File: src/verilog/asp_pkg.sv
package asp_pkg;
   // ----------------------------------------
   // timing
   // ----------------------------------------
   localparam int unsigned CLK_PERIOD_NS = 8;
   localparam int unsigned CONV_60HZ_MS = 133;
   localparam int unsigned CONV_50HZ_MS = 160;
   localparam int unsigned CONV_60HZ_CYCLES = CONV_60HZ_MS * 1000000 / CLK_PERIOD_NS;
   localparam int unsigned CONV_50HZ_CYCLES = CONV_50HZ_MS * 1000000 / CLK_PERIOD_NS;
   localparam int unsigned EXT_CONV_PERIODS = 20510;
   localparam int unsigned SCK_DIV = 8;
   localparam int unsigned SCK_HALF_TICKS = SCK_DIV / 2;
   localparam int unsigned WORD_BITS = 32;
   localparam int unsigned DATA_OUT_MAX_NS = 1670000;
   // one internal conversion clock period, longest time so rounded down
   localparam int unsigned INT_TICK_CYCLES =
      DATA_OUT_MAX_NS / (WORD_BITS * SCK_DIV) / CLK_PERIOD_NS;
   localparam int unsigned EXT_OSC_MIN_HZ = 2560;
   // no oscillator edge for one slowest period means internal clock
   localparam int unsigned EXT_OSC_TIMEOUT_CYCLES =
      (1000000000 / EXT_OSC_MIN_HZ + CLK_PERIOD_NS - 1) / CLK_PERIOD_NS;
   // ----------------------------------------
   // output word layout
   // ----------------------------------------
   localparam int unsigned ADDR_BITS = 5;
   localparam int unsigned RESULT_BITS = 23;
   localparam int unsigned LAST_FALL = WORD_BITS - 1;
   localparam int unsigned WORD_DONE_BIT = 31;
   localparam int unsigned WORD_FILLER_BIT = 30;
   localparam int unsigned WORD_SIGN_BIT = 29;
   localparam int unsigned WORD_RES_MSB = 28;
   localparam int unsigned WORD_RES_LSB = 6;
   localparam int unsigned WORD_CHAN_MSB = 5;
   localparam int unsigned WORD_CHAN_LSB = 1;
   localparam int unsigned WORD_PARITY_BIT = 0;
   // ----------------------------------------
   // reset values
   // ----------------------------------------
   localparam logic [4:0] CHAN_RESET = 5'h00;
   localparam logic CS_PREV_RESET = 1'h1;
   typedef enum logic [1:0]
   {
      ASP_CONVERT = 2'b00,
      ASP_SLEEP = 2'b01,
      ASP_DATA = 2'b10
   } asp_state_e;
endpackage

File: src/verilog/asp_serial_port.sv
`timescale 1ns/1ns
module asp_serial_port
#(
   parameter int unsigned CONV_60HZ_CYCLES = asp_pkg::CONV_60HZ_CYCLES,
   parameter int unsigned CONV_50HZ_CYCLES = asp_pkg::CONV_50HZ_CYCLES,
   parameter int unsigned EXT_OSC_TIMEOUT_CYCLES = asp_pkg::EXT_OSC_TIMEOUT_CYCLES
)
(
   input wire logic sys_clk,
   input wire logic reset,
   input wire logic cs_n,
   input wire logic sck_in,
   output logic sck_out,
   output logic sck_oe_n,
   input wire logic sdi,
   output logic sdo_out,
   output logic sdo_oe_n,
   input wire logic rejection_select_pin,
   input wire logic result_sign,
   input wire logic [22:0] result_value,
   output logic [4:0] channel_sel,
   output logic conv_start,
   output logic converting,
   output logic ext_osc_mode,
   output logic int_sck_mode
);
   // ----------------------------------------
   // state
   // ----------------------------------------
   typedef struct packed
   {
      asp_pkg::asp_state_e state;
      logic [24:0] conv_cnt;
      logic [9:0] tick_cnt;
      logic [15:0] osc_idle;
      logic osc_prev;
      logic ext_osc;
      logic cs_prev;
      logic sck_prev;
      logic por_pending;
      logic int_sck;
      logic gen_sck;
      logic [1:0] half_cnt;
      logic [5:0] rise_cnt;
      logic [5:0] fall_cnt;
      logic [31:0] shift;
      logic [4:0] addr_sh;
      logic [4:0] chan_active;
      logic sdo;
      logic start;
   } asp_regs_s;

   localparam asp_regs_s RESET_S = '{
      state: asp_pkg::ASP_CONVERT,
      conv_cnt: 25'h0000000,
      tick_cnt: 10'h000,
      osc_idle: 16'h0000,
      osc_prev: 1'h0,
      ext_osc: 1'h0,
      cs_prev: asp_pkg::CS_PREV_RESET,
      sck_prev: 1'h0,
      por_pending: 1'h1,
      int_sck: 1'h1,
      gen_sck: 1'h0,
      half_cnt: 2'h0,
      rise_cnt: 6'h00,
      fall_cnt: 6'h00,
      shift: 32'h00000000,
      addr_sh: asp_pkg::CHAN_RESET,
      chan_active: asp_pkg::CHAN_RESET,
      sdo: 1'h1,
      start: 1'h0
   };

   asp_regs_s s_reg;
   asp_regs_s s_next;

   logic cs_fall;
   logic osc_rise;
   logic conv_tick;
   logic gen_rise;
   logic gen_fall;
   logic sck_rise;
   logic sck_fall;
   logic conv_step;
   logic start_conv;
   logic [24:0] conv_target;

   // ----------------------------------------
   // output word
   // ----------------------------------------
   function automatic logic [31:0] build_word
   (
      input logic sign,
      input logic [22:0] value,
      input logic [4:0] chan
   );
      logic [31:0] w;
      w = 32'h00000000;
      w[asp_pkg::WORD_DONE_BIT] = 1'b0;
      w[asp_pkg::WORD_FILLER_BIT] = 1'b0;
      w[asp_pkg::WORD_SIGN_BIT] = sign;
      w[asp_pkg::WORD_RES_MSB:asp_pkg::WORD_RES_LSB] = value;
      w[asp_pkg::WORD_CHAN_MSB:asp_pkg::WORD_CHAN_LSB] = chan;
      // even parity over the upper 31 bits
      w[asp_pkg::WORD_PARITY_BIT] = ^w[31:1];
      return w;
   endfunction

   // ----------------------------------------
   // next state
   // ----------------------------------------
   always_comb
   begin
      s_next = s_reg;
      s_next.start = 1'b0;
      s_next.osc_prev = rejection_select_pin;
      s_next.cs_prev = cs_n;
      s_next.sck_prev = sck_in;
      cs_fall = s_reg.cs_prev & ~cs_n;
      osc_rise = rejection_select_pin & ~s_reg.osc_prev;
      gen_rise = 1'b0;
      gen_fall = 1'b0;
      start_conv = 1'b0;
      conv_tick = 1'b0;

      // a toggling select pin means an external oscillator
      if (osc_rise)
      begin
         s_next.osc_idle = 16'h0000;
         s_next.ext_osc = 1'b1;
      end
      else if (s_reg.osc_idle == 16'(EXT_OSC_TIMEOUT_CYCLES - 1))
      begin
         s_next.ext_osc = 1'b0;
      end
      else
      begin
         s_next.osc_idle = s_reg.osc_idle + 16'h0001;
      end

      // conversion clock tick
      if (s_reg.ext_osc)
      begin
         conv_tick = osc_rise;
         s_next.tick_cnt = 10'h000;
      end
      else if (s_reg.tick_cnt == 10'(asp_pkg::INT_TICK_CYCLES - 1))
      begin
         conv_tick = 1'b1;
         s_next.tick_cnt = 10'h000;
      end
      else
      begin
         s_next.tick_cnt = s_reg.tick_cnt + 10'h001;
      end

      // clock mode is caught just after reset and at each select fall
      if (s_reg.por_pending)
      begin
         s_next.por_pending = 1'b0;
         s_next.int_sck = sck_in;
      end
      else if (cs_fall)
      begin
         s_next.int_sck = sck_in;
      end

      // internal serial clock, four conversion ticks per half period
      if (s_reg.int_sck && !cs_n && s_reg.state != asp_pkg::ASP_CONVERT)
      begin
         if (conv_tick)
         begin
            if (s_reg.half_cnt == 2'(asp_pkg::SCK_HALF_TICKS - 1))
            begin
               s_next.half_cnt = 2'h0;
               s_next.gen_sck = ~s_reg.gen_sck;
               gen_rise = ~s_reg.gen_sck;
               gen_fall = s_reg.gen_sck;
            end
            else
            begin
               s_next.half_cnt = s_reg.half_cnt + 2'h1;
            end
         end
      end
      else
      begin
         s_next.half_cnt = 2'h0;
         s_next.gen_sck = 1'b0;
      end

      // edges only count while selected
      sck_rise = ~cs_n & (s_reg.int_sck ? gen_rise : (sck_in & ~s_reg.sck_prev));
      sck_fall = ~cs_n & (s_reg.int_sck ? gen_fall : (~sck_in & s_reg.sck_prev));

      if (s_reg.ext_osc)
      begin
         conv_step = conv_tick;
         conv_target = 25'(asp_pkg::EXT_CONV_PERIODS);
      end
      else
      begin
         conv_step = 1'b1;
         conv_target = rejection_select_pin ? 25'(CONV_50HZ_CYCLES) : 25'(CONV_60HZ_CYCLES);
      end

      case (s_reg.state)
         asp_pkg::ASP_CONVERT:
         begin
            if (conv_step)
            begin
               if (s_reg.conv_cnt >= conv_target - 25'h0000001)
               begin
                  // sleep regardless of select; result loaded for shifting
                  s_next.state = asp_pkg::ASP_SLEEP;
                  s_next.conv_cnt = 25'h0000000;
                  s_next.shift = build_word(result_sign, result_value, s_reg.chan_active);
               end
               else
               begin
                  s_next.conv_cnt = s_reg.conv_cnt + 25'h0000001;
               end
            end
         end
         asp_pkg::ASP_SLEEP:
         begin
            if (sck_rise)
            begin
               s_next.state = asp_pkg::ASP_DATA;
            end
         end
         asp_pkg::ASP_DATA:
         begin
            if (cs_n)
            begin
               start_conv = 1'b1;
            end
            else if (sck_fall)
            begin
               if (s_reg.fall_cnt == 6'(asp_pkg::LAST_FALL))
               begin
                  start_conv = 1'b1;
               end
               else
               begin
                  s_next.shift = {s_reg.shift[30:0], 1'b0};
                  s_next.fall_cnt = s_reg.fall_cnt + 6'h01;
               end
            end
         end
         default:
         begin
            s_next.state = asp_pkg::ASP_CONVERT;
         end
      endcase

      // input bits are taken on rising edges outside conversion only
      if (sck_rise && s_reg.state != asp_pkg::ASP_CONVERT)
      begin
         if (s_reg.rise_cnt < 6'(asp_pkg::ADDR_BITS))
         begin
            s_next.addr_sh = {s_reg.addr_sh[3:0], sdi};
         end
         s_next.rise_cnt = s_reg.rise_cnt + 6'h01;
      end

      if (start_conv)
      begin
         s_next.state = asp_pkg::ASP_CONVERT;
         s_next.conv_cnt = 25'h0000000;
         s_next.rise_cnt = 6'h00;
         s_next.fall_cnt = 6'h00;
         s_next.start = 1'b1;
         // a partial address is dropped and the previous channel kept
         if (s_reg.rise_cnt >= 6'(asp_pkg::ADDR_BITS))
         begin
            s_next.chan_active = s_reg.addr_sh;
         end
      end

      // done flag high while converting, then the word itself
      s_next.sdo = (s_next.state == asp_pkg::ASP_CONVERT) | s_next.shift[31];
   end

   always_ff @(posedge sys_clk)
   begin
      if (reset)
      begin
         s_reg <= RESET_S;
      end
      else
      begin
         s_reg <= s_next;
      end
   end

   // ----------------------------------------
   // outputs
   // ----------------------------------------
   assign sdo_out = s_reg.sdo;
   assign sdo_oe_n = cs_n;
   assign sck_out = s_reg.gen_sck;
   // the pin is never driven in external mode
   assign sck_oe_n = ~(s_reg.int_sck & ~cs_n);
   assign channel_sel = s_reg.chan_active;
   assign conv_start = s_reg.start;
   assign converting = s_reg.state == asp_pkg::ASP_CONVERT;
   assign ext_osc_mode = s_reg.ext_osc;
   assign int_sck_mode = s_reg.int_sck;

   // ----------------------------------------
   // checks
   // ----------------------------------------
   a_sdo_released: assert property (@(posedge sys_clk) disable iff (reset)
      cs_n |-> sdo_oe_n)
      else $error("serial output driven while deselected");

   a_sck_not_driven: assert property (@(posedge sys_clk) disable iff (reset)
      !sck_oe_n |-> (s_reg.int_sck && !cs_n))
      else $error("serial clock driven outside internal mode");

   a_sleep_holds: assert property (@(posedge sys_clk) disable iff (reset)
      (s_reg.state == asp_pkg::ASP_SLEEP && !sck_rise) |=> s_reg.state == asp_pkg::ASP_SLEEP)
      else $error("sleep left without a rising clock");

   a_abort_restarts: assert property (@(posedge sys_clk) disable iff (reset)
      (s_reg.state == asp_pkg::ASP_DATA && cs_n) |=> (converting && conv_start && sdo_out))
      else $error("deselect did not abort the transfer");

   a_last_fall_conv: assert property (@(posedge sys_clk) disable iff (reset)
      (s_reg.state == asp_pkg::ASP_DATA && !cs_n && sck_fall && s_reg.fall_cnt == 6'h1F)
      |=> (converting && sdo_out))
      else $error("32nd falling edge did not start a conversion");

   a_partial_addr_kept: assert property (@(posedge sys_clk) disable iff (reset)
      (s_reg.state == asp_pkg::ASP_DATA && cs_n && s_reg.rise_cnt < 6'h05)
      |=> $stable(channel_sel))
      else $error("partial address changed the channel");

   a_convert_ignores_sdi: assert property (@(posedge sys_clk) disable iff (reset)
      (converting && !conv_start) |=> ($stable(s_reg.addr_sh) && $stable(channel_sel)))
      else $error("serial input taken during conversion");

   a_mode_on_cs_fall: assert property (@(posedge sys_clk) disable iff (reset)
      (s_reg.cs_prev && !cs_n && !s_reg.por_pending) |=> (int_sck_mode == $past(sck_in)))
      else $error("clock mode not sampled at select fall");

   a_eoc_converting: assert property (@(posedge sys_clk) disable iff (reset)
      (converting && !cs_n) |-> sdo_out)
      else $error("done flag low during conversion");

   a_msb_first: assert property (@(posedge sys_clk) disable iff (reset)
      (s_reg.state == asp_pkg::ASP_DATA && !cs_n && sck_fall && s_reg.fall_cnt == 6'h00)
      |=> sdo_out == $past(s_reg.shift[30]))
      else $error("first shifted bit is not the filler bit");
endmodule

File: config.mk
export PLATFORM = sky130hd
export DESIGN_NAME = asp_serial_port
export DESIGN_NICKNAME = d
export VERILOG_FILES = /design/src/verilog/asp_pkg.sv /design/src/verilog/asp_serial_port.sv
export SDC_FILE = /design/constraint.sdc
export NUM_CORES = 1
export LEC_CHECK = 0
export ABC_AREA = 1
export BUFFER_PORTS_ARGS = -buffer_cell sky130_fd_sc_hd__clkbuf_2
export CORE_MARGIN = 2
export CORE_UTILIZATION = 62
export DETAILED_ROUTE_END_ITERATION = 10
export PLACE_DENSITY = 0.81
export SYNTH_ARGS = -nofsm -noshare
export SYNTH_HDL_FRONTEND = slang
export SYNTH_SLANG_ARGS = --single-unit
File: constraint.sdc
create_clock -name sys_clk -period 2.9 [get_ports sys_clk]
set_input_delay 0.145 -clock sys_clk [delete_from_list [all_inputs] [get_ports sys_clk]]
set_output_delay 0.145 -clock sys_clk [all_outputs]
set_load 0.005 [all_outputs]
==> metrics.csv, run 1 <==
stage,metric,value,unit
synthesis,ys flop type,dfxtp_1,
final_layout,Finished Layout Cells,1215,
final_layout,Reg area,0.00236,mm2
synthesis,synthesized instance count,1027,
detailed_routing,initial DRC count,377,
final_layout,Final #Nets,1127,
global_route,global-route wire length before repair,25400,um
placed_design,dpl cells,1181,
critical_path,Worst setup endpoint,s_reg[109],
placed_design,GP Congestion,0.860,
synthesis,post-synthesis register bit count,118,
global_route,overall routing resource usage,26.4,%
sta,Clock Skew,0.0108,ns
final_layout,Final Util,71.7,%
floorplanning,Die Ht,110,um
sta,Slew Limit Fails,0,
synthesis,Yosys top cell by area,dfxtp_1,
detailed_routing,DRC,0,
final_layout,layout cells sized above 1,10.2,%
critical_path,Reg2Reg Depth,11,
critical_path,Crit Path Category,in -> reg,
critical_path,worst path required time,3.24,ns
synthesis,area share of the largest cell type after synthesis,33.8,%
final_layout,# diodes,0,
detailed_routing,final WL,15000,um
final_layout,filler cell count,920,
sta,fmax,0.380,GHz
critical_path,critical path capture point type,flip-flop,
clock_network,Root Buffer,clkbuf_16,
sta,Worst-Margin Slew,0.916,ns
hold_path,Hold/Removal Path Class,in -> reg,
clock_network,Worst-path clk slew,0.05,ns
detailed_routing,DR vias,6539,
power,P_leak,3.11,nW
detailed_routing,Routed Antenna Nets,0,
clock_network,Worst-Skew Late Latency,0.42,ns
detailed_routing,Avg Vias per Cell,5.38,
clock_network,TritonCTS clock tree,built,
synthesis,Synthesis Warnings,0,
critical_path,Reg2Reg Capture Point,s_reg[109],
synthesis,Synth area leaders,"dfxtp_1 (34%), nand2_1 (11%), nand3_1 (6.9%), inv_1 (6.8%), ha_1 (5.9%)",
floorplanning,CORE AREA,0.0109,mm2
floorplanning,Rows,38,
synthesis,Yosys cell types,38,
critical_path,Crit path arrival time,2.97,ns
global_route,vias in the first global route,5808,
final_layout,max FFs per register,108,
global_route,pin count of the biggest net entering global routing,40,
floorplanning,Die W,110,um
power,pwr/cell area,486,mW/mm2
synthesis,synthesized area,0.00700,mm2
floorplanning,die area,0.0122,mm2
synthesis,top-count cell post-synth,nand2_1,
global_route,final global-route overflow total,0,
floorplanning,Initial Util,64.0,%
critical_path,reg2reg start,ext_osc_mode,
clock_network,CTS Sinks,118,
clock_network,H-tree levels,4,
placed_design,Final HPWL DP,10300,um
sta,Max-slew headroom,38.9,%
sta,Finish-stage setup viols,0,
power,VDD IR max,0.000405,V
critical_path,worst reg2reg setup slack,0.30,ns
sta,shortest period the worst path allows,2.63,ns
synthesis,syn avg cell area,6.81,um2
clock_network,Bufs on Longest Clock Path,2,
sta,Tcrit/Tclk final,90.8,%
global_route,initial antenna violation count,0,
placed_design,DP Area,0.00728,mm2
flow_run,Max-Cap Viols,0,
final_layout,Multi-input gate area,0.00393,mm2
synthesis,synth cell count leaders,"nand2_1 (206), inv_1 (126), dfxtp_1 (118), nor2_1 (101), nand3_1 (97)",
critical_path,CP startpoint,rejection_select_pin,
sta,unrepaired setup endpoints after global routing,no,
placed_design,port bufs,42,
floorplanning,io pins,43,
final_layout,P&R area growth vs syn,12.1,%
clock_network,CTS buffer count,17,
synthesis,"EDFF count, synth",0,
sta,Sum Neg Setup Slack,0,ns
status,status,completed,
critical_path,worst-path fanout max,34,
critical_path,CP startpoint kind,input pin,
synthesis,register area share after synthesis,33.8,%
detailed_routing,first-pass detailed-route iteration total,5,
synthesis,Post-synth ARST share,0,%
final_layout,post-route cell area,0.00785,mm2
sta,Fin. Hold Viols,0,
detailed_routing,Routed wire per std cell,12.4,um
[layer usage]
layer	vias to the layer above	share of wire, %	track usage [%]	wire, um
met5	-	0	0	0
met4	0	1.3	9.46	195
met3	20	5.6	6.76	845
met2	169	46	42.6	6940
met1	2957	47	34.3	7030
li1	3393	-	-	-
[cell type report]
cell class / count / area share [%]
multi-input combinational: 733 / 50.1
sequential: 118 / 30.1
inverter: 136 / 6.51
clock buffer: 21 / 6.00
timing repair buffer: 58 / 4.34
tap: 140 / 2.23
clock inverter: 9 / 0.702
[critical path, stage by stage]
cell           delay [ns]
dlygate4sd3_1        0.53
clkbuf_2             0.14
nor2_1               0.23
inv_1                0.18
ha_1                 0.33
a21oi_1              0.15
o21ai_0              0.08
a21oi_1              0.17
nand3_2              0.11
nand2_1              0.06
buf_4                0.35
nand3_4              0.28
a21oi_1              0.21
[kinds of logic after synthesis]
family	synth area share, %
AND/OR/NAND/NOR	32.8
buffers and inverters	10.2
AO/OA/AOI/OAI	11.0
flip-flops	33.8
XOR/XNOR	6.26
adder cells (fa/ha/maj)	5.90
other	0.0536
[report_power, final]
group	internal, mW	switching [mW]	total, mW
clock network	1.14	0.729	1.87
logic	0.101	0.194	0.296
registers	1.64	0.0148	1.65
[stage by stage]
step                      hold WS [ns]  setup WS (ns)  power [mW]
after floorplan                  0.173          0.597        1.88
after global placement           0.389          0.447        1.97
after detailed placement         0.388          0.327        1.98
after CTS                       0.0367          0.280        3.83
after global routing            0.0612         0.0738        3.95
final                           0.0419          0.266        3.81
[layout by cell type (no fill, tap or decap), types with 4 or more instances in the layout]
| cell | n |
|---|---|
| a21oi_1 | 81 |
| buf_4 | 12 |
| clkbuf_16 | 17 |
| clkbuf_2 | 42 |
| clkinv_2 | 5 |
| clkinvlp_4 | 4 |
| dfxtp_1 | 118 |
| dlygate4sd3_1 | 4 |
| ha_1 | 33 |
| inv_1 | 126 |
| inv_2 | 9 |
| nand2_1 | 206 |
| nand3_1 | 97 |
| nand3b_1 | 31 |
| nand4_1 | 20 |
| nor2_1 | 100 |
| nor2_2 | 5 |
| nor3_1 | 21 |
| nor3b_1 | 4 |
| o211ai_1 | 4 |
| o21a_1 | 6 |
| o21ai_0 | 31 |
| o21ai_1 | 22 |
| xnor2_1 | 23 |
| xor2_1 | 27 |
[worst min path at each step]
stage	from	to	slack, ns	depth (start not counted)
2_1_floorplan	reset	s_reg[60]	0.17	0
3_3_place_gp	reset	s_reg[60]	0.39	1
3_5_place_dp	reset	s_reg[60]	0.39	1
4_1_cts	cs_n	s_reg[62]	0.04	3
5_1_grt	cs_n	s_reg[62]	0.06	3
6_report	cs_n	s_reg[62]	0.04	3
[what timing repair did]
item,CTS,global route
endpoints found under the hold margin,4,0
setup buffers,0,0
hold buffers,4,0
gates resized for setup,0,0
Power figures use the tool's default switching activity.
==> run 2, diff against run 1 <==
--- a/config.mk
+++ b/config.mk
@@ -11,6 +11,7 @@
 export CORE_UTILIZATION = 62
 export DETAILED_ROUTE_END_ITERATION = 10
 export PLACE_DENSITY = 0.81
+export RECOVER_POWER = 50
 export SYNTH_ARGS = -nofsm -noshare
 export SYNTH_HDL_FRONTEND = slang
 export SYNTH_SLANG_ARGS = --single-unit
==> metrics.csv, run 2 (same netlist as run 1, synthesis figures left out) <==
stage,metric,value,unit,change
global_route,global-route wire length before repair,25400,um,unchanged
clock_network,Worst-Skew Late Latency,0.42,ns,about the same
global_route,pin count of the biggest net entering global routing,40,,unchanged
detailed_routing,initial DRC count,392,,+4.0%
floorplanning,CORE AREA,0.0109,mm2,unchanged
final_layout,layout cells sized above 1,8.47,%,-1.8 points
flow_run,Max-Cap Viols,0,,unchanged
critical_path,Crit Path Category,in -> reg,,
sta,Slew Limit Fails,0,,unchanged
final_layout,Multi-input gate area,0.00390,mm2,-0.70%
critical_path,worst path required time,3.24,ns,about the same
sta,worst setup margin,0.254,ns,-0.0114 ns
power,P_leak,3.07,nW,-1.3%
sta,unrepaired setup endpoints after global routing,no,,
sta,Clock Skew,0.00865,ns,-0.00210 ns
sta,Tcrit/Tclk final,91.2,%,+0.39 points
sta,shortest period the worst path allows,2.65,ns,+0.0114 ns
detailed_routing,DRC,0,,unchanged
hold_path,hold path depth,5,,+2
floorplanning,Initial Util,64.0,%,unchanged
critical_path,critical path depth,13,,unchanged
critical_path,critical path capture point type,flip-flop,,
placed_design,Final HPWL DP,10300,um,unchanged
sta,Sum Neg Setup Slack,0,ns,unchanged
global_route,overall routing resource usage,26.4,%,unchanged
global_route,initial antenna violation count,0,,unchanged
final_layout,most frequent cells in the layout,"nand2_1 (210), inv_1 (128), dfxtp_1 (118)",,
sta,Finish-stage setup viols,0,,unchanged
placed_design,port bufs,42,,unchanged
placed_design,DP Area,0.00728,mm2,unchanged
critical_path,Crit path arrival time,2.99,ns,+0.02 ns
final_layout,filler cell count,934,,+1.5%
floorplanning,Die W,110,um,unchanged
clock_network,Post-CTS Setup Bufs,0,,unchanged
sta,Fin. Hold Viols,0,,unchanged
placed_design,GP Congestion,0.860,,unchanged
clock_network,Bufs on Longest Clock Path,2,,unchanged
critical_path,CP bufs+invs,4,,unchanged
placed_design,Placement Setup Slack,0.327,ns,unchanged
clock_network,CTS Sinks,118,,unchanged
power,pwr/cell area,488,mW/mm2,+0.33%
final_layout,"commonest non-fill, non-tap cell in the layout",nand2_1,,
clock_network,CTS buffer count,17,,unchanged
placed_design,dpl cells,1181,,unchanged
final_layout,Final Util,71.4,%,-0.37 points
detailed_routing,Avg Vias per Cell,5.36,,-0.44%
detailed_routing,final WL,15000,um,+0.19%
floorplanning,Rows,38,,unchanged
clock_network,TritonCTS clock tree,built,,
critical_path,CP max-delay cell,dlygate4sd3_1,,
detailed_routing,first-pass detailed-route iteration total,6,,+1
status,status,completed,,
critical_path,most frequent CP cell,a21oi_1,,
clock_network,Root Buffer,clkbuf_16,,
detailed_routing,DR vias,6510,,-0.44%
final_layout,max FFs per register,108,,unchanged
global_route,vias in the first global route,5808,,unchanged
clock_network,H-tree levels,4,,unchanged
clock_network,Worst-path clk slew,0.05,ns,about the same
final_layout,P&R area growth vs syn,11.5,%,
global_route,final global-route overflow total,0,,unchanged
floorplanning,die area,0.0122,mm2,unchanged
critical_path,critical path's largest stage delay,0.53,ns,about the same
floorplanning,io pins,43,,unchanged
detailed_routing,Routed wire per std cell,12.4,um,+0.19%
final_layout,# diodes,0,,unchanged
final_layout,post-route cell area,0.00780,mm2,-0.51%
final_layout,Final #Nets,1127,,unchanged
critical_path,CP startpoint kind,input pin,,
sta,fmax,0.378,GHz,-0.43%
critical_path,Reg2Reg Depth,11,,unchanged
critical_path,worst-path fanout max,34,,unchanged
critical_path,"critical path, cell by cell",dlygate4sd3_1 > clkbuf_2 > nor2_1 > inv_1 > ha_1 > a21oi_1 > o21ai_0 > a21oi_1 > nand3_2 > nand2_1 > buf_4 > nand3_4 > a21oi_1,,
sta,Max-slew headroom,38.1,%,-0.80 points
critical_path,crit-path leading delay family,buffers and inverters,,
sta,Worst-Margin Slew,0.928,ns,+0.0120 ns
final_layout,Reg area,0.00236,mm2,unchanged
floorplanning,Die Ht,110,um,unchanged
power,VDD IR max,0.000405,V,about the same
detailed_routing,Routed Antenna Nets,0,,unchanged
hold_path,Hold/Removal Path Class,in -> reg,,
final_layout,Finished Layout Cells,1215,,unchanged
run 2: cell types whose count changed in the layout (fill, tap and decap cells not counted):
cell      change
nor3_1        +1
clkbuf_1     +10
nor3_2        -1
nor2_1        +1
nand2_2       -3
nand2_4       -1
nor2_2        -1
inv_2         -2
clkbuf_2     -10
nand3_1       +1
nand3_2       -1
nand2_1       +4
inv_1         +2
run 2: area by class of cell:
cell class                      count  area share [%]
Inverter                          136            6.54
Clock inverter                      9           0.705
Sequential cell                   118            30.3
Timing Repair Buffer               58            4.20
Multi-Input combinational cell    733            50.0
Clock buffer                       21            6.03
Tap cell                          140            2.24
run 2: worst paths after layout:
path | endpoint | slack, ns | startpoint
worst max-delay path | s_reg[109] | 0.25 | rejection_select_pin
worst max register to register | s_reg[109] | 0.29 | ext_osc_mode
worst min register to register | s_reg[81] | 0.46 | s_reg[81]
worst min-delay path | s_reg[20] | 0.09 | result_value[2]
run 2: power by group:
part           switching [mW]  internal (mW)
Sequential             0.0148           1.64
Combinational           0.192         0.0999
Clock                   0.725           1.14
run 2: per-stage QoR:
step,total power [mW],hold slack (ns)
global route,3.94,0.112
CTS,3.83,0.0367
finish,3.81,0.0943
detailed placement,1.98,0.388
global placement,1.97,0.389
floorplan,1.88,0.173
run 2: routing by layer:
| metal | share of wire, % | wire, um | track usage [%] | up-vias |
|---|---|---|---|---|
| met1 | 47 | 7000 | 34.3 | 2945 |
| met4 | 1.4 | 206 | 9.46 | 0 |
| li1 | - | - | - | 3393 |
| met5 | 0 | 0 | 0 | - |
| met3 | 5.5 | 832 | 6.76 | 19 |
| met2 | 47 | 7010 | 42.6 | 153 |
run 2: tightest hold or removal path: cells and delay by family:
| family | cells | cell delay, ns |
|---|---|---|
| buf+inv | 2 | 0.14 |
| compound gates | 2 | 0.11 |
| simple gates | 1 | 0.07 |
run 2: timing repair:
action                                 4_1_cts  5_1_grt
resized for setup                            0        0
hold buffers                                 4        0
endpoints found under the hold margin        4        0
==> run 3, diff against run 2 <==
--- a/config.mk
+++ b/config.mk
@@ -11,7 +11,7 @@
 export CORE_UTILIZATION = 62
 export DETAILED_ROUTE_END_ITERATION = 10
 export PLACE_DENSITY = 0.81
-export RECOVER_POWER = 50
+export RECOVER_POWER = 100
 export SYNTH_ARGS = -nofsm -noshare
 export SYNTH_HDL_FRONTEND = slang
 export SYNTH_SLANG_ARGS = --single-unit
==> metrics.csv, run 3 (same netlist as run 1, synthesis figures left out) <==
stage,metric,value,unit,change
status,status,completed,,
hold_path,Worst Hold End,s_reg[21],,
clock_network,Worst-Skew Late Latency,0.42,ns,about the same
final_layout,layout cells sized above 1,8.37,%,-0.093 points
global_route,vias in the first global route,5808,,unchanged
placed_design,port bufs,42,,unchanged
critical_path,most frequent CP cell,a21oi_1,,
clock_network,Bufs on Longest Clock Path,2,,unchanged
placed_design,Final HPWL DP,10300,um,unchanged
floorplanning,Initial Util,64.0,%,unchanged
detailed_routing,Routed Antenna Nets,0,,unchanged
global_route,initial antenna violation count,0,,unchanged
critical_path,critical path's largest stage delay,0.53,ns,about the same
flow_run,Max-Cap Viols,0,,unchanged
sta,fmax,0.382,GHz,+1.1%
floorplanning,die area,0.0122,mm2,unchanged
final_layout,P&R area growth vs syn,11.5,%,about the same
power,sw power,0.933,mW,+0.11%
critical_path,reg2reg start,ext_osc_mode,,
hold_path,hold_sp,result_value[3],,
critical_path,CP startpoint kind,input pin,,
floorplanning,Rows,38,,unchanged
detailed_routing,DR vias,6514,,+0.061%
clock_network,Hold Buf Count CTS,4,,unchanged
final_layout,# diodes,0,,unchanged
power,pwr/cell area,488,mW/mm2,about the same
critical_path,worst reg2reg setup slack,0.31,ns,+0.02 ns
critical_path,worst-path fanout max,34,,unchanged
detailed_routing,first-pass detailed-route iteration total,5,,-1
placed_design,GP Congestion,0.860,,unchanged
detailed_routing,Routed wire per std cell,12.4,um,-0.19%
sta,shortest period the worst path allows,2.62,ns,-0.0276 ns
critical_path,Crit Path Category,in -> reg,,
power,P_int,2.87,mW,about the same
power,Total Power,3.81,mW,about the same
final_layout,most frequent cells in the layout,"nand2_1 (210), inv_1 (128), dfxtp_1 (118)",,
critical_path,worst path required time,3.24,ns,about the same
power,clock share of power,48.9,%,about the same
power,Comb pwr share,7.7,%,about the same
power,sequential power share,43.4,%,about the same
critical_path,critical path capture point type,flip-flop,,
clock_network,H-tree levels,4,,unchanged
floorplanning,io pins,43,,unchanged
detailed_routing,Avg Vias per Cell,5.36,,about the same
global_route,global-route wire length before repair,25400,um,unchanged
sta,unrepaired setup endpoints after global routing,no,,
global_route,pin count of the biggest net entering global routing,40,,unchanged
floorplanning,CORE AREA,0.0109,mm2,unchanged
sta,Clock Skew,0.00837,ns,-0.000285 ns
global_route,final global-route overflow total,0,,unchanged
detailed_routing,initial DRC count,424,,+8.2%
hold_path,Hold/Removal Path Class,in -> reg,,
power,Switching Share,24.5,%,about the same
clock_network,Root Buffer,clkbuf_16,,
clock_network,TritonCTS clock tree,built,,
hold_path,hold path depth,5,,unchanged
final_layout,max FFs per register,108,,unchanged
global_route,overall routing resource usage,26.4,%,unchanged
clock_network,CTS buffer count,17,,unchanged
critical_path,CP max-delay cell,dlygate4sd3_1,,
sta,Max-slew headroom,44.5,%,+6.4 points
clock_network,Post-CTS Setup Bufs,0,,unchanged
critical_path,Reg2Reg Depth,11,,unchanged
final_layout,"commonest non-fill, non-tap cell in the layout",nand2_1,,
sta,Slew Limit Fails,0,,unchanged
floorplanning,Die Ht,110,um,unchanged
detailed_routing,final WL,15000,um,-0.19%
critical_path,Reg2Reg Capture Point,s_reg[109],,
power,VDD IR max,0.000405,V,about the same
clock_network,post-cts repair resize count,0,,unchanged
sta,Sum Neg Setup Slack,0,ns,unchanged
final_layout,Final Util,71.3,%,about the same
sta,Fin. Hold Viols,0,,unchanged
sta,Finish-stage setup viols,0,,unchanged
sta,Tcrit/Tclk final,90.3,%,-0.95 points
final_layout,Final #Nets,1127,,unchanged
detailed_routing,DRC,0,,unchanged
clock_network,CTS Sinks,118,,unchanged
floorplanning,Die W,110,um,unchanged
clock_network,Worst-path clk slew,0.05,ns,about the same
power,P_leak,3.07,nW,+0.12%
critical_path,Crit path arrival time,2.96,ns,-0.03 ns
critical_path,"critical path, cell by cell",dlygate4sd3_1 > clkbuf_2 > nor2_1 > inv_1 > ha_1 > a21oi_1 > o21ai_0 > a21oi_1 > nand3_1 > nand2_1 > buf_4 > nand3_4 > a21oi_1,,
sta,Worst-Margin Slew,0.832,ns,-0.0959 ns
run 3: changes by cell type in the layout (fill, tap and decap cells not counted):
cell      change
o21ai_1      -20
clkbuf_4      +1
buf_4         -1
nand3_2       -1
o21ai_0      +20
nand3_1       +1
run 3: per-stage QoR:
stage | hold WS [ns] | setup slack (ns) | instance area [um2] | std cells
2_1_floorplan | 0.173 | 0.597 | 7000 | 1028
3_3_place_gp | 0.389 | 0.447 | 7280 | 1181
3_5_place_dp | 0.388 | 0.327 | 7280 | 1181
4_1_cts | 0.0367 | 0.280 | 7850 | 1215
5_1_grt | 0.136 | 0.0539 | 7800 | 1215
6_report | 0.113 | 0.282 | 7800 | 1215
run 3: routing by layer:
metal	track usage (%)	share of wire, %	vias to the layer above
met2	42.6	46	150
met5	0	0	-
met1	34.3	47	2946
met4	9.46	1.8	0
li1	-	-	3390
met3	6.76	5.1	28
run 3: worst max-delay path by stage:
stage	cells after the start	slack (ns)	startpoint	end
floorplan	11	0.60	ext_osc_mode	s_reg[37]
global placement	11	0.45	ext_osc_mode	s_reg[113]
detailed placement	11	0.33	ext_osc_mode	s_reg[113]
CTS	13	0.28	rejection_select_pin	s_reg[109]
global route	13	0.05	rejection_select_pin	s_reg[109]
finish	13	0.28	rejection_select_pin	s_reg[109]
run 3: worst max-delay path: cells and delay by family:
kind,cells,cell delay (ns)
simple gates,4,0.69
fa+ha+maj,1,0.33
buf+inv,4,1.20
compound gates,4,0.57
run 3: cell type report:
type                    count  area, um2
well taps                 140        175
flip-flops and latches    118       2360
inverters                 136        510
clock buffers              21        470
clock inverters             9       55.1
multi-input cells         733       3900
repair buffers             58        328
fillers                   935       3140
run 3: power groups by stage:
stage	Combinational, mW	Clock, mW	Sequential (mW)
after CTS	0.295	1.89	1.65
after global routing	0.331	1.96	1.65
after detailed placement	0.291	0	1.69
final	0.292	1.86	1.65
after global placement	0.283	0	1.68
after floorplan	0.199	0	1.68
